===== config.mk =====
export PLATFORM = sky130hd
export DESIGN_NAME = ucp_host_flat
export DESIGN_NICKNAME = d
export VERILOG_FILES = /design/src/verilog/ucp_pkg.sv /design/src/verilog/ucp_if.sv /design/src/verilog/ucp_host.sv /design/src/flat_wrapper.sv
export VERILOG_INCLUDE_DIRS = /design/src /design/src/verilog
export SDC_FILE = /design/constraint.sdc
export NUM_CORES = 1
export LEC_CHECK = 0
export BUFFER_PORTS_ARGS = -buffer_cell sky130_fd_sc_hd__buf_2
export CAP_MARGIN = 5
export CORE_ASPECT_RATIO = 1.5
export CORE_MARGIN = 2
export CORE_UTILIZATION = 58
export DETAILED_ROUTE_END_ITERATION = 8
export PLACE_DENSITY = 0.86
export SLEW_MARGIN = 40
export SYNTH_ARGS = -nofsm -noshare
export SYNTH_HDL_FRONTEND = slang
export SYNTH_SLANG_ARGS = --single-unit

===== constraint.sdc =====
create_clock -name aclk -period 4.4 [get_ports aclk]
set_clock_uncertainty 0.05 [all_clocks]
set_input_delay 0.22 -clock aclk [delete_from_list [all_inputs] [get_ports aclk]]
set_output_delay 0.22 -clock aclk [all_outputs]
set_load 0.01 [all_outputs]

===== src/verilog/ucp_defs.svh =====
/*
  Constants of the parallel host port: register addresses, address widths,
  reset hold count and host strobe timing.
  Assumes inclusion through its bare name by the package and modules.
*/
`ifndef UCP_DEFS_SVH
`define UCP_DEFS_SVH
`define UCP_ADDR_W 11
`define UCP_UPPER_ADDR_LSB 2
`define UCP_RST_MIN_CYC 10
`define UCP_STROBE_CYC 3
`define UCP_MEM_WORDS 512
`define UCP_MEM_IDX_W 9
`define UCP_IRQ_W 8
`define UCP_CSR_CTRL 8'h00
`define UCP_CSR_ADDR 8'h04
`define UCP_CSR_WDATA 8'h08
`define UCP_CSR_RDATA 8'h0c
`define UCP_CSR_STAT 8'h10
`define UCP_CSR_MASK 8'h14
`define UCP_CSR_IRQ_STAT 8'h18
`define UCP_CSR_WIDTH 8'h1c
`endif


===== src/verilog/ucp_pkg.sv =====
/*
  Types shared by both ends of the parallel host port.
  Assumes ucp_defs.svh is on the include path.
*/
`include "ucp_defs.svh"
package ucp_pkg;
  typedef enum logic [1:0] {
    UCP_W8 = 2'h0,
    UCP_W16 = 2'h1,
    UCP_W32 = 2'h2
  } ucp_width_t;

  typedef enum logic [4:0] {
    UCP_H_IDLE = 5'h01,
    UCP_H_SETUP = 5'h02,
    UCP_H_STROBE = 5'h04,
    UCP_H_HOLD = 5'h08,
    UCP_H_RESET = 5'h10
  } ucp_hstate_t;

  function automatic ucp_width_t ucp_decode_width(input logic hi, input logic lo);
    if (hi) begin
      return UCP_W32;
    end else if (lo) begin
      return UCP_W16;
    end
    return UCP_W8;
  endfunction
endpackage

===== src/verilog/ucp_if.sv =====
/*
  Pin-level carrier between the host end and the device end.
  Assumes the bench resolves the shared data wire from the enables.
*/
`timescale 1ns/10ps
interface ucp_if;
  logic width_select_low;
  logic width_select_high;
  logic chip_select_n;
  logic read_strobe_n;
  logic write_strobe_lane0_n;
  logic write_strobe_lane1_n;
  logic write_strobe_lane2_n;
  logic write_strobe_lane3_n;
  logic [10:2] upper_address;
  logic hw_reset_n;
  logic interrupt_out_first_n;
  logic [31:0] host_data_out;
  logic [3:0] host_data_oe_n;
  logic [31:0] dev_data_out;
  logic [3:0] dev_data_oe_n;
  logic [31:0] data_in;

  modport device (
    input width_select_low, width_select_high, chip_select_n, read_strobe_n,
    input write_strobe_lane0_n, write_strobe_lane1_n, write_strobe_lane2_n, write_strobe_lane3_n,
    input upper_address, hw_reset_n, data_in,
    output interrupt_out_first_n, dev_data_out, dev_data_oe_n
  );
  modport host (
    output width_select_low, width_select_high, chip_select_n, read_strobe_n,
    output write_strobe_lane0_n, write_strobe_lane1_n, write_strobe_lane2_n, write_strobe_lane3_n,
    output upper_address, hw_reset_n, host_data_out, host_data_oe_n,
    input interrupt_out_first_n, data_in
  );
endinterface


===== src/verilog/ucp_host.sv =====
/*
  Host end: AXI4-Lite slave with command registers, driving the parallel
  pins; reset pulse, width straps, endian level, interrupt status and mask.
  Assumes pins of the device are synchronous to aclk.
*/
// Chosen here: the AXI4-Lite slave port and the register addresses.
`timescale 1ns/10ps
`include "ucp_defs.svh"
module ucp_host (
  input wire logic aclk,
  input wire logic aresetn,
  ucp_if.host bus,
  input wire logic [7:0] s_axi_awaddr,
  input wire logic s_axi_awvalid,
  output logic s_axi_awready,
  input wire logic [31:0] s_axi_wdata,
  input wire logic [3:0] s_axi_wstrb,
  input wire logic s_axi_wvalid,
  output logic s_axi_wready,
  output logic [1:0] s_axi_bresp,
  output logic s_axi_bvalid,
  input wire logic s_axi_bready,
  input wire logic [7:0] s_axi_araddr,
  input wire logic s_axi_arvalid,
  output logic s_axi_arready,
  output logic [31:0] s_axi_rdata,
  output logic [1:0] s_axi_rresp,
  output logic s_axi_rvalid,
  input wire logic s_axi_rready,
  output logic irq
);
  import ucp_pkg::*;

  typedef struct packed {
    ucp_hstate_t st;
    logic [3:0] cnt;
    logic [3:0] lanes;
    logic is_rd;
    logic [10:0] addr;
    logic [31:0] wdata;
    logic [31:0] rdata;
    logic [2:0] width;
    logic busy;
    logic [1:0] stat;
    logic [1:0] mask;
    logic int_prev;
    logic aw, w, bv, arr, rv;
    logic [7:0] awaddr;
    logic [31:0] axw;
    logic [31:0] rd_out;
    logic [1:0] rresp;
    logic irq;
  } ucp_host_state_t;

  ucp_host_state_t s_q, s_d;
  logic [1:0] ev;

  always_comb begin
    s_d = s_q;
    ev = 2'h0;
    s_d.int_prev = bus.interrupt_out_first_n;
    if (s_q.int_prev && !bus.interrupt_out_first_n) begin
      ev[1] = 1'b1;
    end
    // AXI write: address and data taken independently, answered once both are in
    if (s_axi_awvalid && !s_q.aw && !s_q.bv) begin
      s_d.aw = 1'b1;
      s_d.awaddr = s_axi_awaddr;
    end
    if (s_axi_wvalid && !s_q.w && !s_q.bv) begin
      s_d.w = 1'b1;
      s_d.axw = s_axi_wdata;
    end
    if (s_q.aw && s_q.w) begin
      s_d.aw = 1'b0;
      s_d.w = 1'b0;
      s_d.bv = 1'b1;
      unique case (s_q.awaddr)
        `UCP_CSR_CTRL: begin
          // Commands while busy are dropped; software polls the busy bit first
          if (!s_q.busy) begin
            s_d.busy = 1'b1;
            s_d.is_rd = s_q.axw[0];
            s_d.lanes = s_q.axw[7:4];
            s_d.st = s_q.axw[1] ? UCP_H_RESET : UCP_H_SETUP;
            s_d.cnt = 4'h0;
          end
        end
        `UCP_CSR_ADDR: s_d.addr = s_q.axw[10:0];
        `UCP_CSR_WDATA: s_d.wdata = s_q.axw;
        `UCP_CSR_MASK: s_d.mask = s_q.axw[1:0];
        `UCP_CSR_IRQ_STAT: s_d.stat = s_q.stat & ~s_q.axw[1:0];
        `UCP_CSR_WIDTH: s_d.width = s_q.axw[2:0];
        default: ;
      endcase
    end
    if (s_q.bv && s_axi_bready) begin
      s_d.bv = 1'b0;
    end
    s_d.arr = 1'b0;
    if (s_axi_arvalid && !s_q.arr && !s_q.rv) begin
      s_d.arr = 1'b1;
      s_d.rv = 1'b1;
      s_d.rresp = 2'h0;
      unique case (s_axi_araddr)
        `UCP_CSR_CTRL: s_d.rd_out = {24'h0, s_q.lanes, 2'h0, 1'b0, s_q.is_rd};
        `UCP_CSR_ADDR: s_d.rd_out = {21'h0, s_q.addr};
        `UCP_CSR_WDATA: s_d.rd_out = s_q.wdata;
        `UCP_CSR_RDATA: s_d.rd_out = s_q.rdata;
        `UCP_CSR_STAT: s_d.rd_out = {30'h0, ~bus.interrupt_out_first_n, s_q.busy};
        `UCP_CSR_MASK: s_d.rd_out = {30'h0, s_q.mask};
        `UCP_CSR_IRQ_STAT: s_d.rd_out = {30'h0, s_q.stat};
        `UCP_CSR_WIDTH: s_d.rd_out = {29'h0, s_q.width};
        default: begin
          s_d.rd_out = 32'h0;
          s_d.rresp = 2'h2;
        end
      endcase
    end
    if (s_q.rv && s_axi_rready) begin
      s_d.rv = 1'b0;
    end
    // Parallel cycle: setup, strobe held, release with select so capture edges land
    unique case (s_q.st)
      UCP_H_IDLE: ;
      UCP_H_SETUP: s_d.st = UCP_H_STROBE;
      UCP_H_STROBE: begin
        s_d.cnt = s_q.cnt + 4'h1;
        if (s_q.cnt == 4'(`UCP_STROBE_CYC - 1)) begin
          s_d.st = UCP_H_HOLD;
          if (s_q.is_rd) begin
            s_d.rdata = bus.data_in;
          end
        end
      end
      UCP_H_HOLD: begin
        s_d.st = UCP_H_IDLE;
        s_d.busy = 1'b0;
        ev[0] = 1'b1;
      end
      UCP_H_RESET: begin
        s_d.cnt = s_q.cnt + 4'h1;
        if (s_q.cnt == 4'(`UCP_RST_MIN_CYC)) begin
          s_d.st = UCP_H_IDLE;
          s_d.busy = 1'b0;
          ev[0] = 1'b1;
        end
      end
      default: s_d.st = UCP_H_IDLE;
    endcase
    s_d.stat = s_d.stat | ev;
    s_d.irq = |(s_d.stat & s_q.mask);
  end

  always_ff @(posedge aclk) begin
    if (!aresetn) begin
      s_q <= '0;
      s_q.st <= UCP_H_IDLE;
      s_q.int_prev <= 1'b1;
    end else begin
      s_q <= s_d;
    end
  end

  logic cs_on, strobe_on, narrow;
  assign cs_on = s_q.st inside {UCP_H_SETUP, UCP_H_STROBE};
  assign strobe_on = s_q.st == UCP_H_STROBE;
  assign narrow = !s_q.width[1];
  assign bus.width_select_high = s_q.width[1];
  assign bus.width_select_low = s_q.width[0];
  assign bus.hw_reset_n = s_q.st != UCP_H_RESET;
  assign bus.chip_select_n = !cs_on;
  assign bus.read_strobe_n = !(strobe_on && s_q.is_rd);
  assign bus.upper_address = s_q.addr[10:2];
  assign bus.write_strobe_lane0_n = !(strobe_on && !s_q.is_rd && s_q.lanes[0]);
  assign bus.write_strobe_lane1_n = (narrow && !s_q.width[0]) ? s_q.addr[0]
                                   : !(strobe_on && !s_q.is_rd && s_q.lanes[1]);
  assign bus.write_strobe_lane2_n = narrow ? s_q.addr[1] : !(strobe_on && !s_q.is_rd && s_q.lanes[2]);
  assign bus.write_strobe_lane3_n = narrow ? s_q.width[2]
                                   : !(strobe_on && !s_q.is_rd && s_q.lanes[3]);
  assign bus.host_data_out = s_q.wdata;
  // Write data stays through the hold cycle: the device captures on the strobe rise seen there
  assign bus.host_data_oe_n = {4{!((cs_on || s_q.st == UCP_H_HOLD) && !s_q.is_rd)}};
  assign s_axi_awready = s_q.aw;
  assign s_axi_wready = s_q.w;
  assign s_axi_bvalid = s_q.bv;
  assign s_axi_bresp = 2'h0;
  assign s_axi_arready = s_q.arr;
  assign s_axi_rvalid = s_q.rv;
  assign s_axi_rdata = s_q.rd_out;
  assign s_axi_rresp = s_q.rresp;
  assign irq = s_q.irq;
endmodule


===== src/flat_wrapper.sv =====
// flat-port wrapper written by rule: the top's interface ports become plain ports
module ucp_host_flat import ucp_pkg::*;
  (aclk, aresetn, s_axi_awaddr, s_axi_awvalid, s_axi_awready, s_axi_wdata, s_axi_wstrb, s_axi_wvalid, s_axi_wready, s_axi_bresp, s_axi_bvalid, s_axi_bready, s_axi_araddr, s_axi_arvalid, s_axi_arready, s_axi_rdata, s_axi_rresp, s_axi_rvalid, s_axi_rready, irq, bus_width_select_low, bus_width_select_high, bus_chip_select_n, bus_read_strobe_n, bus_write_strobe_lane0_n, bus_write_strobe_lane1_n, bus_write_strobe_lane2_n, bus_write_strobe_lane3_n, bus_upper_address, bus_hw_reset_n, bus_host_data_out, bus_host_data_oe_n, bus_interrupt_out_first_n, bus_data_in);
  ucp_if bus_i ();
  input wire logic aclk;
  input wire logic aresetn;
  input wire logic [7:0] s_axi_awaddr;
  input wire logic s_axi_awvalid;
  output logic s_axi_awready;
  input wire logic [31:0] s_axi_wdata;
  input wire logic [3:0] s_axi_wstrb;
  input wire logic s_axi_wvalid;
  output logic s_axi_wready;
  output logic [1:0] s_axi_bresp;
  output logic s_axi_bvalid;
  input wire logic s_axi_bready;
  input wire logic [7:0] s_axi_araddr;
  input wire logic s_axi_arvalid;
  output logic s_axi_arready;
  output logic [31:0] s_axi_rdata;
  output logic [1:0] s_axi_rresp;
  output logic s_axi_rvalid;
  input wire logic s_axi_rready;
  output logic irq;
  output wire logic [$bits(bus_i.width_select_low)-1:0] bus_width_select_low;
  output wire logic [$bits(bus_i.width_select_high)-1:0] bus_width_select_high;
  output wire logic [$bits(bus_i.chip_select_n)-1:0] bus_chip_select_n;
  output wire logic [$bits(bus_i.read_strobe_n)-1:0] bus_read_strobe_n;
  output wire logic [$bits(bus_i.write_strobe_lane0_n)-1:0] bus_write_strobe_lane0_n;
  output wire logic [$bits(bus_i.write_strobe_lane1_n)-1:0] bus_write_strobe_lane1_n;
  output wire logic [$bits(bus_i.write_strobe_lane2_n)-1:0] bus_write_strobe_lane2_n;
  output wire logic [$bits(bus_i.write_strobe_lane3_n)-1:0] bus_write_strobe_lane3_n;
  output wire logic [$bits(bus_i.upper_address)-1:0] bus_upper_address;
  output wire logic [$bits(bus_i.hw_reset_n)-1:0] bus_hw_reset_n;
  output wire logic [$bits(bus_i.host_data_out)-1:0] bus_host_data_out;
  output wire logic [$bits(bus_i.host_data_oe_n)-1:0] bus_host_data_oe_n;
  input wire logic [$bits(bus_i.interrupt_out_first_n)-1:0] bus_interrupt_out_first_n;
  input wire logic [$bits(bus_i.data_in)-1:0] bus_data_in;
  assign bus_width_select_low = bus_i.width_select_low;
  assign bus_width_select_high = bus_i.width_select_high;
  assign bus_chip_select_n = bus_i.chip_select_n;
  assign bus_read_strobe_n = bus_i.read_strobe_n;
  assign bus_write_strobe_lane0_n = bus_i.write_strobe_lane0_n;
  assign bus_write_strobe_lane1_n = bus_i.write_strobe_lane1_n;
  assign bus_write_strobe_lane2_n = bus_i.write_strobe_lane2_n;
  assign bus_write_strobe_lane3_n = bus_i.write_strobe_lane3_n;
  assign bus_upper_address = bus_i.upper_address;
  assign bus_hw_reset_n = bus_i.hw_reset_n;
  assign bus_host_data_out = bus_i.host_data_out;
  assign bus_host_data_oe_n = bus_i.host_data_oe_n;
  assign bus_i.interrupt_out_first_n = bus_interrupt_out_first_n;
  assign bus_i.data_in = bus_data_in;
  ucp_host u_core (.aclk(aclk), .aresetn(aresetn), .bus(bus_i), .s_axi_awaddr(s_axi_awaddr), .s_axi_awvalid(s_axi_awvalid), .s_axi_awready(s_axi_awready), .s_axi_wdata(s_axi_wdata), .s_axi_wstrb(s_axi_wstrb), .s_axi_wvalid(s_axi_wvalid), .s_axi_wready(s_axi_wready), .s_axi_bresp(s_axi_bresp), .s_axi_bvalid(s_axi_bvalid), .s_axi_bready(s_axi_bready), .s_axi_araddr(s_axi_araddr), .s_axi_arvalid(s_axi_arvalid), .s_axi_arready(s_axi_arready), .s_axi_rdata(s_axi_rdata), .s_axi_rresp(s_axi_rresp), .s_axi_rvalid(s_axi_rvalid), .s_axi_rready(s_axi_rready), .irq(irq));
endmodule

# Word level (Yosys, flattened, before mapping)
# Index checks and enable logic that the tools add are counted.
# Widths: inputs -> output; s select.
[op_classes] n_addsub=1 mul=0 div=0 order_cmp=0 n_eq_ne=21 shift=0 muxes=25 bitwise=7 n_reduce_logical=53
[ops] op="$pmux 32 s8" count=1
[ops] op="$mux 57" count=1
[ops] op="$eq 8x5->1 const B" count=7
[ops] op="$mux 32" count=1
[ops] op="$mux 14" count=2
[ops] op="$eq 8x4->1 const B" count=3
[ops] op="$mux 5" count=4
[ops] op="$pmux 5 s4" count=1
[ops] op="$logic_and 1x1->1" count=18
[ops] op="$eq 8x3->1 const B" count=2
[ops] op="$logic_not 1->1" count=16
[ops] op="$logic_not 8->1" count=2
[ops] op="$mux 11" count=1
[ops] op="$reduce_or 2->1" count=5
[ops] op="$reduce_and 3->1" count=3
[ops] op="$mux 2" count=4
[ops] op="$reduce_and 2->1" count=4
[ops] op="$reduce_or 8->1" count=1
[ops] op="$mux 1" count=7
[ops] op="$reduce_bool 2->1" count=3
[ops] op="$eq 5x1->1 const B" count=1
[ops] op="$eq 5x2->1 const B" count=1
[ops] op="$eq 5x3->1 const B" count=1
[ops] op="$eq 5x4->1 const B" count=1
[ops] op="13 further kinds" count=17
[word_totals] reg_bits=178 latch_bits=0 ramBits=0 rom_bits=0 in_bits=92 mem_count=0

# Logic depth before layout (Yosys ltp)
# Gate-level depths: netlist of run 1.
[logic_depth] word_depth=7 ltp_mapped=8 depth_no_buf=7

# Worst setup path before layout of run 1
# Ideal clock, no wire load.
[synth_path] path_type="register to register" from="register u_core.s_q[169] (netlist name)" to="register u_core.s_q[89] (netlist name)" setup_ns=0.132 arrival_time_ns=1.661 required_time_ns=4.218 path_slack_ns=2.556 path_stages_with_launch=9 n_path_buf=2 synth_period_minus_slack_ns=1.844 cell_sequence="dfxtp_1 inv_1 ha_1 or3b_2 or2_2 buf_2 buf_6 nand2_1 a21oi_1"
[synth_via] elab_chain_cells=2
[synth_rtl] element="from (decl)" line="ucp_host.sv:55" text="ucp_host_state_t s_q, s_d;"
[synth_rtl] element="$eq 4x2->1" line="ucp_host.sv:129" text="if (s_q.cnt == 4'(`UCP_STROBE_CYC - 1)) begin"
[synth_rtl] element="$reduce_and 3->1 (no line)"
# No other way between the ends.
# A chain may end at the register's enable or synchronous reset.

# Worst setup path after layout of run 1
[layout_path] from="register u_core.s_q (netlist bit u_core.s_axi_awready)" to="register u_core.s_q (netlist bit u_core.bus.host_data_out[9])"
[layout_via] elab_chain_cells=2
[layout_rtl] element="$logic_and 1x1->1" line="ucp_host.sv:74" text="if (s_q.aw && s_q.w) begin"
[layout_rtl] element="$reduce_and 2->1 (no line)"
# No other way between the ends.

==> results of run 1 <==
power breakdown:
part	switching (mW)	internal [mW]
Clock	0.634	0.903
Combinational	0.146	0.116
Sequential	0.0281	1.63
Total	0.808	2.65
cell usage after synthesis, types with 3 or more instances:
cell type | count | area, µm²
nand2_1 | 239 | 897.1
dfxtp_1 | 177 | 3543
a21oi_1 | 132 | 660.6
buf_4 | 82 | 615.6
nor2_1 | 55 | 206.5
clkbuf_1 | 35 | 131.4
mux2_2 | 23 | 259.0
nand3_1 | 23 | 115.1
a22oi_1 | 22 | 165.2
buf_2 | 17 | 85.08
mux2i_1 | 16 | 160.2
o21ai_0 | 11 | 55.05
mux4_2 | 6 | 135.1
nand2b_1 | 6 | 37.54
a22o_1 | 5 | 43.79
buf_1 | 5 | 18.77
inv_1 | 5 | 18.77
a31oi_1 | 4 | 25.02
nor3_1 | 4 | 20.02
and2_1 | 3 | 18.77
buf_6 | 3 | 33.78
nor4b_2 | 3 | 45.04
o211ai_1 | 3 | 22.52
layer usage:
metal / part of all wire (%) / vias up
met5: 0.053 / -
met4: 4.0 / 2
met3: 6.7 / 63
met2: 51 / 302
met1: 38 / 3304
li1: - / 3277
how the worst min path moves through the flow:
| stage | cells after the start | slack (ns) | endpoint |
|---|---|---|---|
| 6_report | 3 | 0.02 | u_core.s_q[44]$_SDFFE_PN0P_ |
| 5_1_grt | 3 | 0.006 | u_core.s_q[101]$_SDFFE_PN0P_ |
| 4_1_cts | 3 | 0.0001 | u_core.s_q[101]$_SDFFE_PN0P_ |
| 3_5_place_dp | 3 | 0.38 | u_core.s_q[80]$_SDFF_PN1_ |
| 3_3_place_gp | 3 | 0.37 | u_core.s_q[80]$_SDFF_PN1_ |
| 2_1_floorplan | 2 | 0.27 | u_core.s_q[80]$_SDFF_PN1_ |
sequential cells by signal (all words and copies together) (netlist names):
name	cells
u_core.irq	1
u_core.bus.width_select_high	1
u_core.s_axi_bvalid	1
u_core.s_axi_wready	1
u_core.s_axi_rdata	32
u_core.bus.width_select_low	1
u_core.s_axi_rresp	1
u_core.bus.upper_address	9
u_core.s_axi_awready	1
u_core.s_axi_arready	1
u_core.s_axi_rvalid	1
u_core.s_q	95
u_core.bus.host_data_out	32
worst max-delay path: cells and delay by family, from the launching register on:
family	cells	cell delay (ns)
AO/OA/AOI/OAI	1	0.15
buffers and inverters	1	0.35
flip-flops	1	0.41
AND/OR/NAND/NOR	4	1.33
metrics by stage:
step	util, %	hold slack (ns)
5_1_grt	71.46	0.006474
3_5_place_dp	61.98	0.3829
3_3_place_gp	61.92	0.3742
6_report	71.46	0.01651
2_1_floorplan	-	0.2680
4_1_cts	71.13	0.0001497
kinds of logic (layout without fill, tap and decap cells):
group                    Yosys count  in the layout
multiplexers                      45             45
adder cells (fa/ha/maj)            2              2
AND/OR/NAND/NOR                  358            358
XOR/XNOR                           2              2
flip-flops                       177            177
buffers and inverters            149            290
AO/OA/AOI/OAI                    190            190
other                              1              4
layout make-up:
| cell class | instances | area (µm²) |
|---|---|---|
| Antenna cell | 1 | 2.502 |
| Multi-Input combinational cell | 600 | 3282 |
| Inverter | 7 | 31.28 |
| Clock buffer | 21 | 440.4 |
| Tap cell | 159 | 198.9 |
| Sequential cell | 177 | 3543 |
| Timing Repair Buffer | 251 | 1604 |
| Clock inverter | 11 | 153.9 |
| Fill cell | 911 | 3697 |
==> impl_metrics.tcl, run 1 <==
set metrics [dict create \
    antenna_violations_before_repair 2 \
    synth_adder_area_share_pct 0.3246 \
    post_synth_and_or_nand_nor_area_fraction_pct 20.30 \
    crit_path_end_kind "register" \
    detailed_place.area_um2 8029 \
    min_from "s_axi_wdata[9]" \
    path_clk_slew_ns 0.07 \
    cts_tree "done" \
    post_cts_hold_buffer_count 59 \
    asyncSetResetFlopFracSynth_pct 0 \
    crit_path_start_kind "register" \
    peakVddDrop_mv 0.3036 \
    largest_family_of_logic_cells_by_synthesized_area "simple AND/OR/NAND/NOR gates" \
    initial_core_util_pct 59.52 \
    crit_path_end "u_core.bus.host_data_out[9]$_SDFFE_PN0P_" \
    first_iter_violations 368 \
    grt_use_met2_pct 48.56 \
    worst_skew_pair.late_latency_ns 0.42 \
    fin_crit_ns 2.376 \
    power.density_nw_per_um2 373.9 \
    relSlewSlack_pct 50.18 \
    leading_cell_type_in_the_layout_fill_and_taps_excluded "nand2_1" \
    worst_setup_path_start "u_core.s_axi_awready$_SDFFE_PP0P_" \
    fin_tns_setup_ns 0 \
    maxSlewViolCount 0 \
    mostFrequentLayoutCells "nand2_1 (238), buf_2 (179), dfxtp_1 (177)" \
    grt_pass1_wl_mm 33.31 \
    fmax_mhz 421.0 \
    num_io_pins 188 \
    grt-ovfl-total 0 \
    synth-edff-count 0 \
    htreeDepth 4 \
    dpl.hpwl_mm 12.91 \
    critPathSlowestCell "and4b_1" \
    drt-pass1-iter-count 5 \
    required_time_at_the_endpoint_of_the_critical_path_ns 4.69 \
    fin_total_pwr_mw 3.461 \
    netlist_instances 924 \
    clk_root_buffer_cell "clkbuf_16" \
    path_class "register to register" \
    synth_compound_area_share_pct 14.14 \
    synth_ff_type "dfxtp_1" \
    min_period_over_period_pct 53.99 \
    worstHoldPathType "primary input to register" \
    setup.reg_to_reg.worst_slack_ns 2.02 \
    layout-area-overhead-vs-synth_pct 20.06 \
    port_buf_inserts 180 \
    worst_pin_slew_ns 0.7368 \
    rr_endpoint "u_core.bus.host_data_out[9]$_SDFFE_PN0P_" \
    cts-buffers-inserted 17 \
    share_of_post_route_cells_with_drive_strength_above_1_pct 24.93 \
    dieArea_um2 14250 \
    worst_slack_ns 2.024 \
    placeableCoreArea_um2 12950 \
    result_of_the_run "finished clean" \
    largest_stage_delay_on_the_critical_path_ns 0.75 \
    grt_start_max_net_pins 94 \
    place_congestion 0.8675 \
    grt_setup_unrepaired "no" \
    dp_worst_setup_slack_ns 1.895 \
    num_rows 51 \
    cts_resized 0 \
    final_hold_viol_count 0 \
    wire_per_inst_um 16.96 \
    report.final.setup_viol 0 \
    final_area_um2 9256 \
    synth_area_um2 7710 \
    avgViaCountPerCell 5.663 \
    worst_r2r_startpoint "u_core.s_axi_awready$_SDFFE_PP0P_" \
    final_cell_count_no_fill 1227 \
    ys_seq_elements 177 \
    yosys.area_share.xor_xnor_pct 0.2272 \
    route.vias.total 6948 \
    timing.max_cap.violations 0 \
    ant_nets 0 \
    wirelength_mm 20.81 \
    route.detailed.drc 0 \
    ys_seq_area_share_pct 45.96 \
    synth.mux.area_fraction_pct 7.189 \
    timing.reg2reg.worst_path_depth 6 \
    finalNetCount 1148 \
    clkSinkCount 177 \
    leakage_nw 3.795 \
    syn-mean-instance-area_um2 8.344 \
    timing.critical_path.mode_cell "nand2_1" \
    place_inst 1133 \
    gr-usage-met3_pct 6.840 \
    grt.total_usage_pct 28.71 \
    timing.critical_path.fanout_max 17 \
    clk_path_buf_depth 2 \
    top_usage_layer "met2" \
    yosys.cell_types.count 57 \
    post_cts_buffers 0 \
    ys_warn_count 0 \
    path_cells "nand2_1 > nor4_4 > and4b_1 > buf_4 > nand2_1 > a21oi_1" \
    grt_util_met1_pct 32.90 \
    dieWidth_um 98.14 \
    arrival_ns 2.67 \
    die_height_um 145.2 \
    via_count_of_the_first_global_routing_pass 6763 \
]
Note: power is estimated with default switching activity, not from simulation.
==> run 2: changes to the inputs <==
--- a/config.mk
+++ b/config.mk
@@ -10,9 +10,9 @@
 export CAP_MARGIN = 5
 export CORE_ASPECT_RATIO = 1.5
 export CORE_MARGIN = 2
-export CORE_UTILIZATION = 58
+export CORE_UTILIZATION = 54
 export DETAILED_ROUTE_END_ITERATION = 8
-export PLACE_DENSITY = 0.86
+export PLACE_DENSITY = 0.81
 export SLEW_MARGIN = 40
 export SYNTH_ARGS = -nofsm -noshare
 export SYNTH_HDL_FRONTEND = slang
==> constraint.sdc (replaced) <==
create_clock -name aclk -period 2.4 [get_ports aclk]
set_clock_uncertainty 0.05 [all_clocks]
set_input_delay 0.12 -clock aclk [delete_from_list [all_inputs] [get_ports aclk]]
set_output_delay 0.12 -clock aclk [all_outputs]
set_load 0.01 [all_outputs]
==> run 2 against run 1 <==
Global-route usage shrank 0.36 points. Die area grew 7.2%. Register-to-register slack lost 1.8 ns. Combinational power up 93%. Non-clock buffer count is 20 higher. Wire length up 4.9%. Setup slack worse by 1.8 ns. Largest cell class unchanged. Largest power group unchanged.
==> impl_metrics.tcl, run 2 (synthesized netlist as in run 1, its figures left out) <==
set metrics [dict create \
    result_of_the_run "finished clean" \
    path_cells "nor3_4 > nand2_1 > nor2_1 > a21oi_1 > a21o_1 > buf_2" \
    largest_register "u_core.s_q" \
    report.final.setup_viol 0 \
    num_io_pins 188 \
    route.detailed.drc 0 \
    path_class "register to output port" \
    htreeDepth 4 \
    worst_skew_pair.late_latency_ns 0.41 \
    peakVddDrop_mv 0.4927 \
    route.vias.total 6942 \
    post_cts_buffers 0 \
    ant_nets 0 \
    port_buf_inserts 180 \
    grt_setup_unrepaired "no" \
    dpl.hpwl_mm 13.95 \
    final_hold_viol_count 0 \
    critPathSlowestCell "dfxtp_1" \
    place_congestion 0.8742 \
    antenna_cells 0 \
    clkSinkCount 177 \
    fin_tns_setup_ns 0 \
    power.density_nw_per_um2 654.4 \
    placeableCoreArea_um2 13990 \
    cts_resized 0 \
    final_area_um2 9424 \
    drt-pass1-iter-count 5 \
    crit_path_start_kind "register" \
    fin_crit_ns 2.189 \
    utilization_pct 67.35 \
    leakage_nw 3.849 \
    share_of_post_route_cells_with_drive_strength_above_1_pct 25.02 \
    fmax_mhz 456.9 \
    cts_tree "done" \
    clk_path_buf_depth 2 \
    first_iter_violations 455 \
    die_height_um 150.3 \
    initial_core_util_pct 55.10 \
    timing.max_cap.violations 0 \
    path_clk_slew_ns 0.07 \
    num_rows 53 \
    holdPathStages 2 \
    clk_root_buffer_cell "clkbuf_16" \
    min_from "aresetn" \
    dieArea_um2 15270 \
    grt_start_max_net_pins 113 \
    worst_r2r_startpoint "u_core.s_q[169]$_SDFFE_PN0P_" \
    rr_endpoint "u_core.s_q[106]$_SDFFE_PN0P_" \
    grt-ovfl-total 0 \
    detailed_place.area_um2 8120 \
    grt_util_met1_pct 31.01 \
    largest_stage_delay_on_the_critical_path_ns 0.42 \
    required_time_at_the_endpoint_of_the_critical_path_ns 2.23 \
    top_usage_layer "met2" \
    layout-area-overhead-vs-synth_pct 22.23 \
    cts-buffers-inserted 17 \
    mostFrequentLayoutCells "nand2_1 (239), buf_2 (180), dfxtp_1 (177)" \
    via_count_of_the_first_global_routing_pass 6849 \
    gr-usage-met3_pct 5.339 \
    dieWidth_um 101.6 \
    antenna_violations_before_repair 0 \
    wire_per_inst_um 17.06 \
    hold_end "u_core.s_q[83]$_SDFF_PN0_" \
    grt_use_met2_pct 50.00 \
    setup.reg_to_reg.worst_slack_ns 0.23 \
    largest_register_ff_count 95 \
    grt_pass1_wl_mm 33.78 \
    leading_cell_type_in_the_layout_fill_and_taps_excluded "nand2_1" \
    area.sequential_um2 3543 \
    worstHoldPathType "primary input to register" \
    crit_path_end_kind "output port" \
    timing.critical_path.fanout_max 10 \
    multiInputGateArea_um2 3274 \
    finalNetCount 1168 \
    arrival_ns 2.02 \
    filler_cell_count 1131 \
    avgViaCountPerCell 5.428 \
    grt.total_usage_pct 28.35 \
    maxSlewViolCount 0 \
    wirelength_mm 21.82 \
    timing.reg2reg.worst_path_depth 6 \
    worst_pin_slew_ns 0.7593 \
    relSlewSlack_pct 49.38 \
    min_period_over_period_pct 91.19 \
]
[run 2: changes by cell type in the layout (fill, tap and decap cells not counted), sizes merged, moves of 3 or more]
cell / previous run / this run
buf: 192 / 196
bufinv: 3 / 0
clkbuf: 21 / 18
clkinvlp: 1 / 4
dlygate4sd3: 59 / 75
inv: 11 / 14
[run 2: where the power goes]
| part | internal [mW] | total (mW) | switching, mW |
|---|---|---|---|
| Sequential | 2.99 | 3.05 | 0.0583 |
| Clock | 1.37 | 2.61 | 1.24 |
| Combinational | 0.236 | 0.505 | 0.270 |
[run 2: how the worst max path moves through the flow]
stage	start	end	depth (start not counted)
final	u_core.s_q[177]$_SDFF_PN0_	bus_write_strobe_lane1_n	6
after global routing	u_core.s_q[177]$_SDFF_PN0_	bus_write_strobe_lane1_n	6
after CTS	u_core.s_q[177]$_SDFF_PN0_	bus_write_strobe_lane1_n	6
after detailed placement	u_core.s_q[169]$_SDFFE_PN0P_	u_core.s_q[102]$_SDFFE_PN0P_	6
after global placement	u_core.s_q[169]$_SDFFE_PN0P_	u_core.s_q[107]$_SDFFE_PN0P_	6
after floorplan	u_core.s_q[169]$_SDFFE_PN0P_	u_core.s_q[89]$_SDFFE_PN0P_	8
[run 2: area by class of cell]
type,instances,share of cell area [%]
clock buffers,18,4.554
well taps,192,2.549
clock inverters,14,1.314
multi-input cells,600,34.75
flip-flops and latches,177,37.60
repair buffers,271,18.93
inverters,7,0.3054
[run 2: per-stage QoR]
stage	hold slack (ns)	std cells	setup WS [ns]	total power, mW
finish	0.02170	1279	0.2115	6.167
global route	0.01067	1279	0.005642	6.371
CTS	0.006010	1279	0.1991	6.176
detailed placement	0.2816	1172	0.2895	3.514
global placement	0.2759	1172	0.3392	3.508
floorplan	0.1680	926	0.5562	3.351
[run 2: worst max-delay path, delay by kind of cell, from the launching register on]
kind / cells / cell delay, ns
buffers and inverters: 1 / 0.13
AND/OR/NAND/NOR: 3 / 0.79
flip-flops: 1 / 0.42
AO/OA/AOI/OAI: 2 / 0.27
[run 2: metal layers]
metal	up-vias	routed length [µm]	part of all wire, %
met1	3239	7991	37
met5	-	0	0
met3	71	1334	6.1
met4	0	1098	5.0
met2	317	11400	52
li1	3315	-	-
[run 2: timing repair]
action	4_1_cts	5_1_grt
endpoints found under the hold margin	75	0
hold buffers	75	0
endpoints found under the setup margin	0	0
==> run 3: changes to the inputs <==
--- a/config.mk
+++ b/config.mk
@@ -12,7 +12,9 @@
 export CORE_MARGIN = 2
 export CORE_UTILIZATION = 54
 export DETAILED_ROUTE_END_ITERATION = 8
+export GPL_ROUTABILITY_DRIVEN = 1
 export PLACE_DENSITY = 0.81
+export SETUP_SLACK_MARGIN = 0.5
 export SLEW_MARGIN = 40
 export SYNTH_ARGS = -nofsm -noshare
 export SYNTH_HDL_FRONTEND = slang
==> run 3 against run 2 <==
Combinational power is 2% higher. Register-to-register slack better by 0.34 ns. Highest routed layer unchanged. Critical path depth stayed put. Core utilization is 1.9 points higher. First-iteration DRC count is 1.3% higher. Flip-flop and latch count stayed put. Sequential power hardly changed. Total power is 0.19% higher. Wire length is 5.0% higher. Critical path type unchanged.
==> impl_metrics.tcl, run 3 (synthesized netlist as in run 1, its figures left out) <==
set metrics [dict create \
    route.detailed.drc 0 \
    dp_worst_setup_slack_ns 0.2895 \
    timing.max_cap.violations 0 \
    switchingPower_mw 1.577 \
    num_io_pins 188 \
    arrival_ns 1.67 \
    dpl.hpwl_mm 13.95 \
    p_sw_share_pct 25.53 \
    ant_nets 0 \
    worst_pin_slew_ns 0.6670 \
    grt_pass1_wl_mm 34.34 \
    finalNetCount 1185 \
    detailed_place.area_um2 8120 \
    die_height_um 150.3 \
    worst_skew_pair.late_latency_ns 0.41 \
    final_hold_viol_count 0 \
    min_from "aresetn" \
    antenna_violations_before_repair 0 \
    final_area_um2 9691 \
    largest_register_ff_count 95 \
    wirelength_mm 22.91 \
    num_rows 53 \
    report.final.setup_viol 0 \
    worst_r2r_startpoint "u_core.s_q[169]$_SDFFE_PN0P_" \
    share_of_post_route_cells_with_drive_strength_above_1_pct 27.45 \
    min_period_over_period_pct 76.61 \
    fin_tns_setup_ns 0 \
    crit_path_start_kind "register" \
    wire_per_inst_um 17.68 \
    leakage_nw 3.958 \
    grt_start_max_net_pins 113 \
    hold_end "u_core.s_q[83]$_SDFF_PN0_" \
    worst_slack_ns 0.5613 \
    route.vias.total 7106 \
    pwr-share-seq_pct 49.4 \
    initial_core_util_pct 55.10 \
    result_of_the_run "finished clean" \
    clkSinkCount 177 \
    cts_tree "done" \
    first_iter_violations 461 \
    maxSlewViolCount 0 \
    worstHoldPathType "primary input to register" \
    timing.critical_path.fanout_max 7 \
    holdPathStages 2 \
    grt.total_usage_pct 28.96 \
    largest_register "u_core.s_q" \
    crit_path_end_kind "output port" \
    port_buf_inserts 180 \
    dieArea_um2 15270 \
    relSlewSlack_pct 54.91 \
    grt_setup_unrepaired "yes" \
    via_count_of_the_first_global_routing_pass 6915 \
    clk_path_buf_depth 2 \
    required_time_at_the_endpoint_of_the_critical_path_ns 2.23 \
    layout-area-overhead-vs-synth_pct 25.69 \
    power.share.clock_pct 42.2 \
    cts-buffers-inserted 17 \
    drt-pass1-iter-count 5 \
    power_frac_comb_pct 8.4 \
    peakVddDrop_mv 0.4923 \
    placeableCoreArea_um2 13990 \
    antenna_cells 0 \
    leading_cell_type_in_the_layout_fill_and_taps_excluded "nand2_1" \
    timing.reg2reg.worst_path_depth 8 \
    grt-ovfl-total 0 \
    place_congestion 0.8742 \
    path_class "register to output port" \
    dieWidth_um 101.6 \
    fin_crit_ns 1.839 \
    rr_endpoint "u_core.s_q[100]$_SDFFE_PN0P_" \
    clk_root_buffer_cell "clkbuf_16" \
    htreeDepth 4 \
    fmax_mhz 543.9 \
    cellInternalPower_mw 4.601 \
    power.density_nw_per_um2 637.6 \
    mostFrequentLayoutCells "nand2_1 (237), buf_2 (180), dfxtp_1 (172)" \
    path_clk_slew_ns 0.07 \
    hold_ws_ns 0.02439 \
    avgViaCountPerCell 5.483 \
    setup.reg_to_reg.worst_slack_ns 0.57 \
]
==> run 3: changes by cell type in the layout (fill, tap and decap cells not counted), moves of 2 or more <==
cell / previous run / this run
buf_6: 0 / 3
or2_4: 0 / 3
nand2_1: 239 / 237
nand2_2: 0 / 2
nor2_1: 54 / 52
dfxtp_4: 0 / 4
nor2_4: 0 / 2
buf_12: 1 / 3
buf_4: 15 / 23
clkbuf_16: 17 / 19
dfxtp_1: 177 / 172
==> run 3: area by class of cell <==
| cell class | count | area, µm² |
|---|---|---|
| Tap cell | 192 | 240.2 |
| Clock buffer | 18 | 429.2 |
| Clock inverter | 14 | 123.9 |
| Inverter | 7 | 28.78 |
| Sequential cell | 177 | 3560 |
| Fill cell | 1083 | 4302 |
| Multi-Input combinational cell | 602 | 3341 |
| Timing Repair Buffer | 286 | 1968 |
==> run 3: repair_timing <==
item / 4_1_cts / 5_1_grt
hold endpoints to repair: 75 / 0
buffers inserted: 1 / 12
hold buffers: 75 / 0
pin swaps: 1 / 7
cloned: 2 / 2
gates resized for setup: 12 / 20
setup endpoints to repair: 50 / 100
==> run 3: worst max-delay path by stage <==
stage,start,endpoint
floorplan,u_core.s_q[169]$_SDFFE_PN0P_,u_core.s_q[89]$_SDFFE_PN0P_
global placement,u_core.s_q[169]$_SDFFE_PN0P_,u_core.s_q[107]$_SDFFE_PN0P_
detailed placement,u_core.s_q[169]$_SDFFE_PN0P_,u_core.s_q[102]$_SDFFE_PN0P_
CTS,u_core.s_q[174]$_SDFF_PN0_,bus_write_strobe_lane1_n
global route,u_core.s_axi_awready$_SDFFE_PP0P_,u_core.bus.host_data_out[1]$_SDFFE_PN0P_
finish,u_core.s_q[174]$_SDFF_PN0_,bus_write_strobe_lane1_n
==> run 3: layer usage <==
metal  vias to the layer above  global-route usage (%)  part of all wire [%]
met3                        76                   5.571                   7.2
li1                       3358                       -                     -
met1                      3314                   31.54                    36
met2                       358                   50.82                    52
met4                         0                   17.77                   5.0
met5                         -                       0                     0
==> run 3: metrics by stage <==
stage,instances,util [%],total power [mW]
after floorplan,926,-,3.351
after CTS,1282,67.80,6.180
after global routing,1296,69.26,6.381
after detailed placement,1172,58.03,3.514
after global placement,1172,58.03,3.508
final,1296,69.26,6.179
==> run 3: power groups by stage <==
| stage | clock network [mW] | logic, mW | registers, mW |
|---|---|---|---|
| 2_1_floorplan | 0 | 0.253 | 3.10 |
| 3_3_place_gp | 0 | 0.393 | 3.12 |
| 3_5_place_dp | 0 | 0.397 | 3.12 |
| 4_1_cts | 2.63 | 0.498 | 3.05 |
| 5_1_grt | 2.76 | 0.560 | 3.06 |
| 6_report | 2.61 | 0.517 | 3.05 |
==> run 3: worst max-delay path: stages (launching register included) <==
cell and delay [ns]:
dfxtp_4 0.38, and2b_2 0.27, nand2_2 0.09, nor2_4 0.16, a21oi_2 0.06, a21o_1 0.15, buf_2 0.13
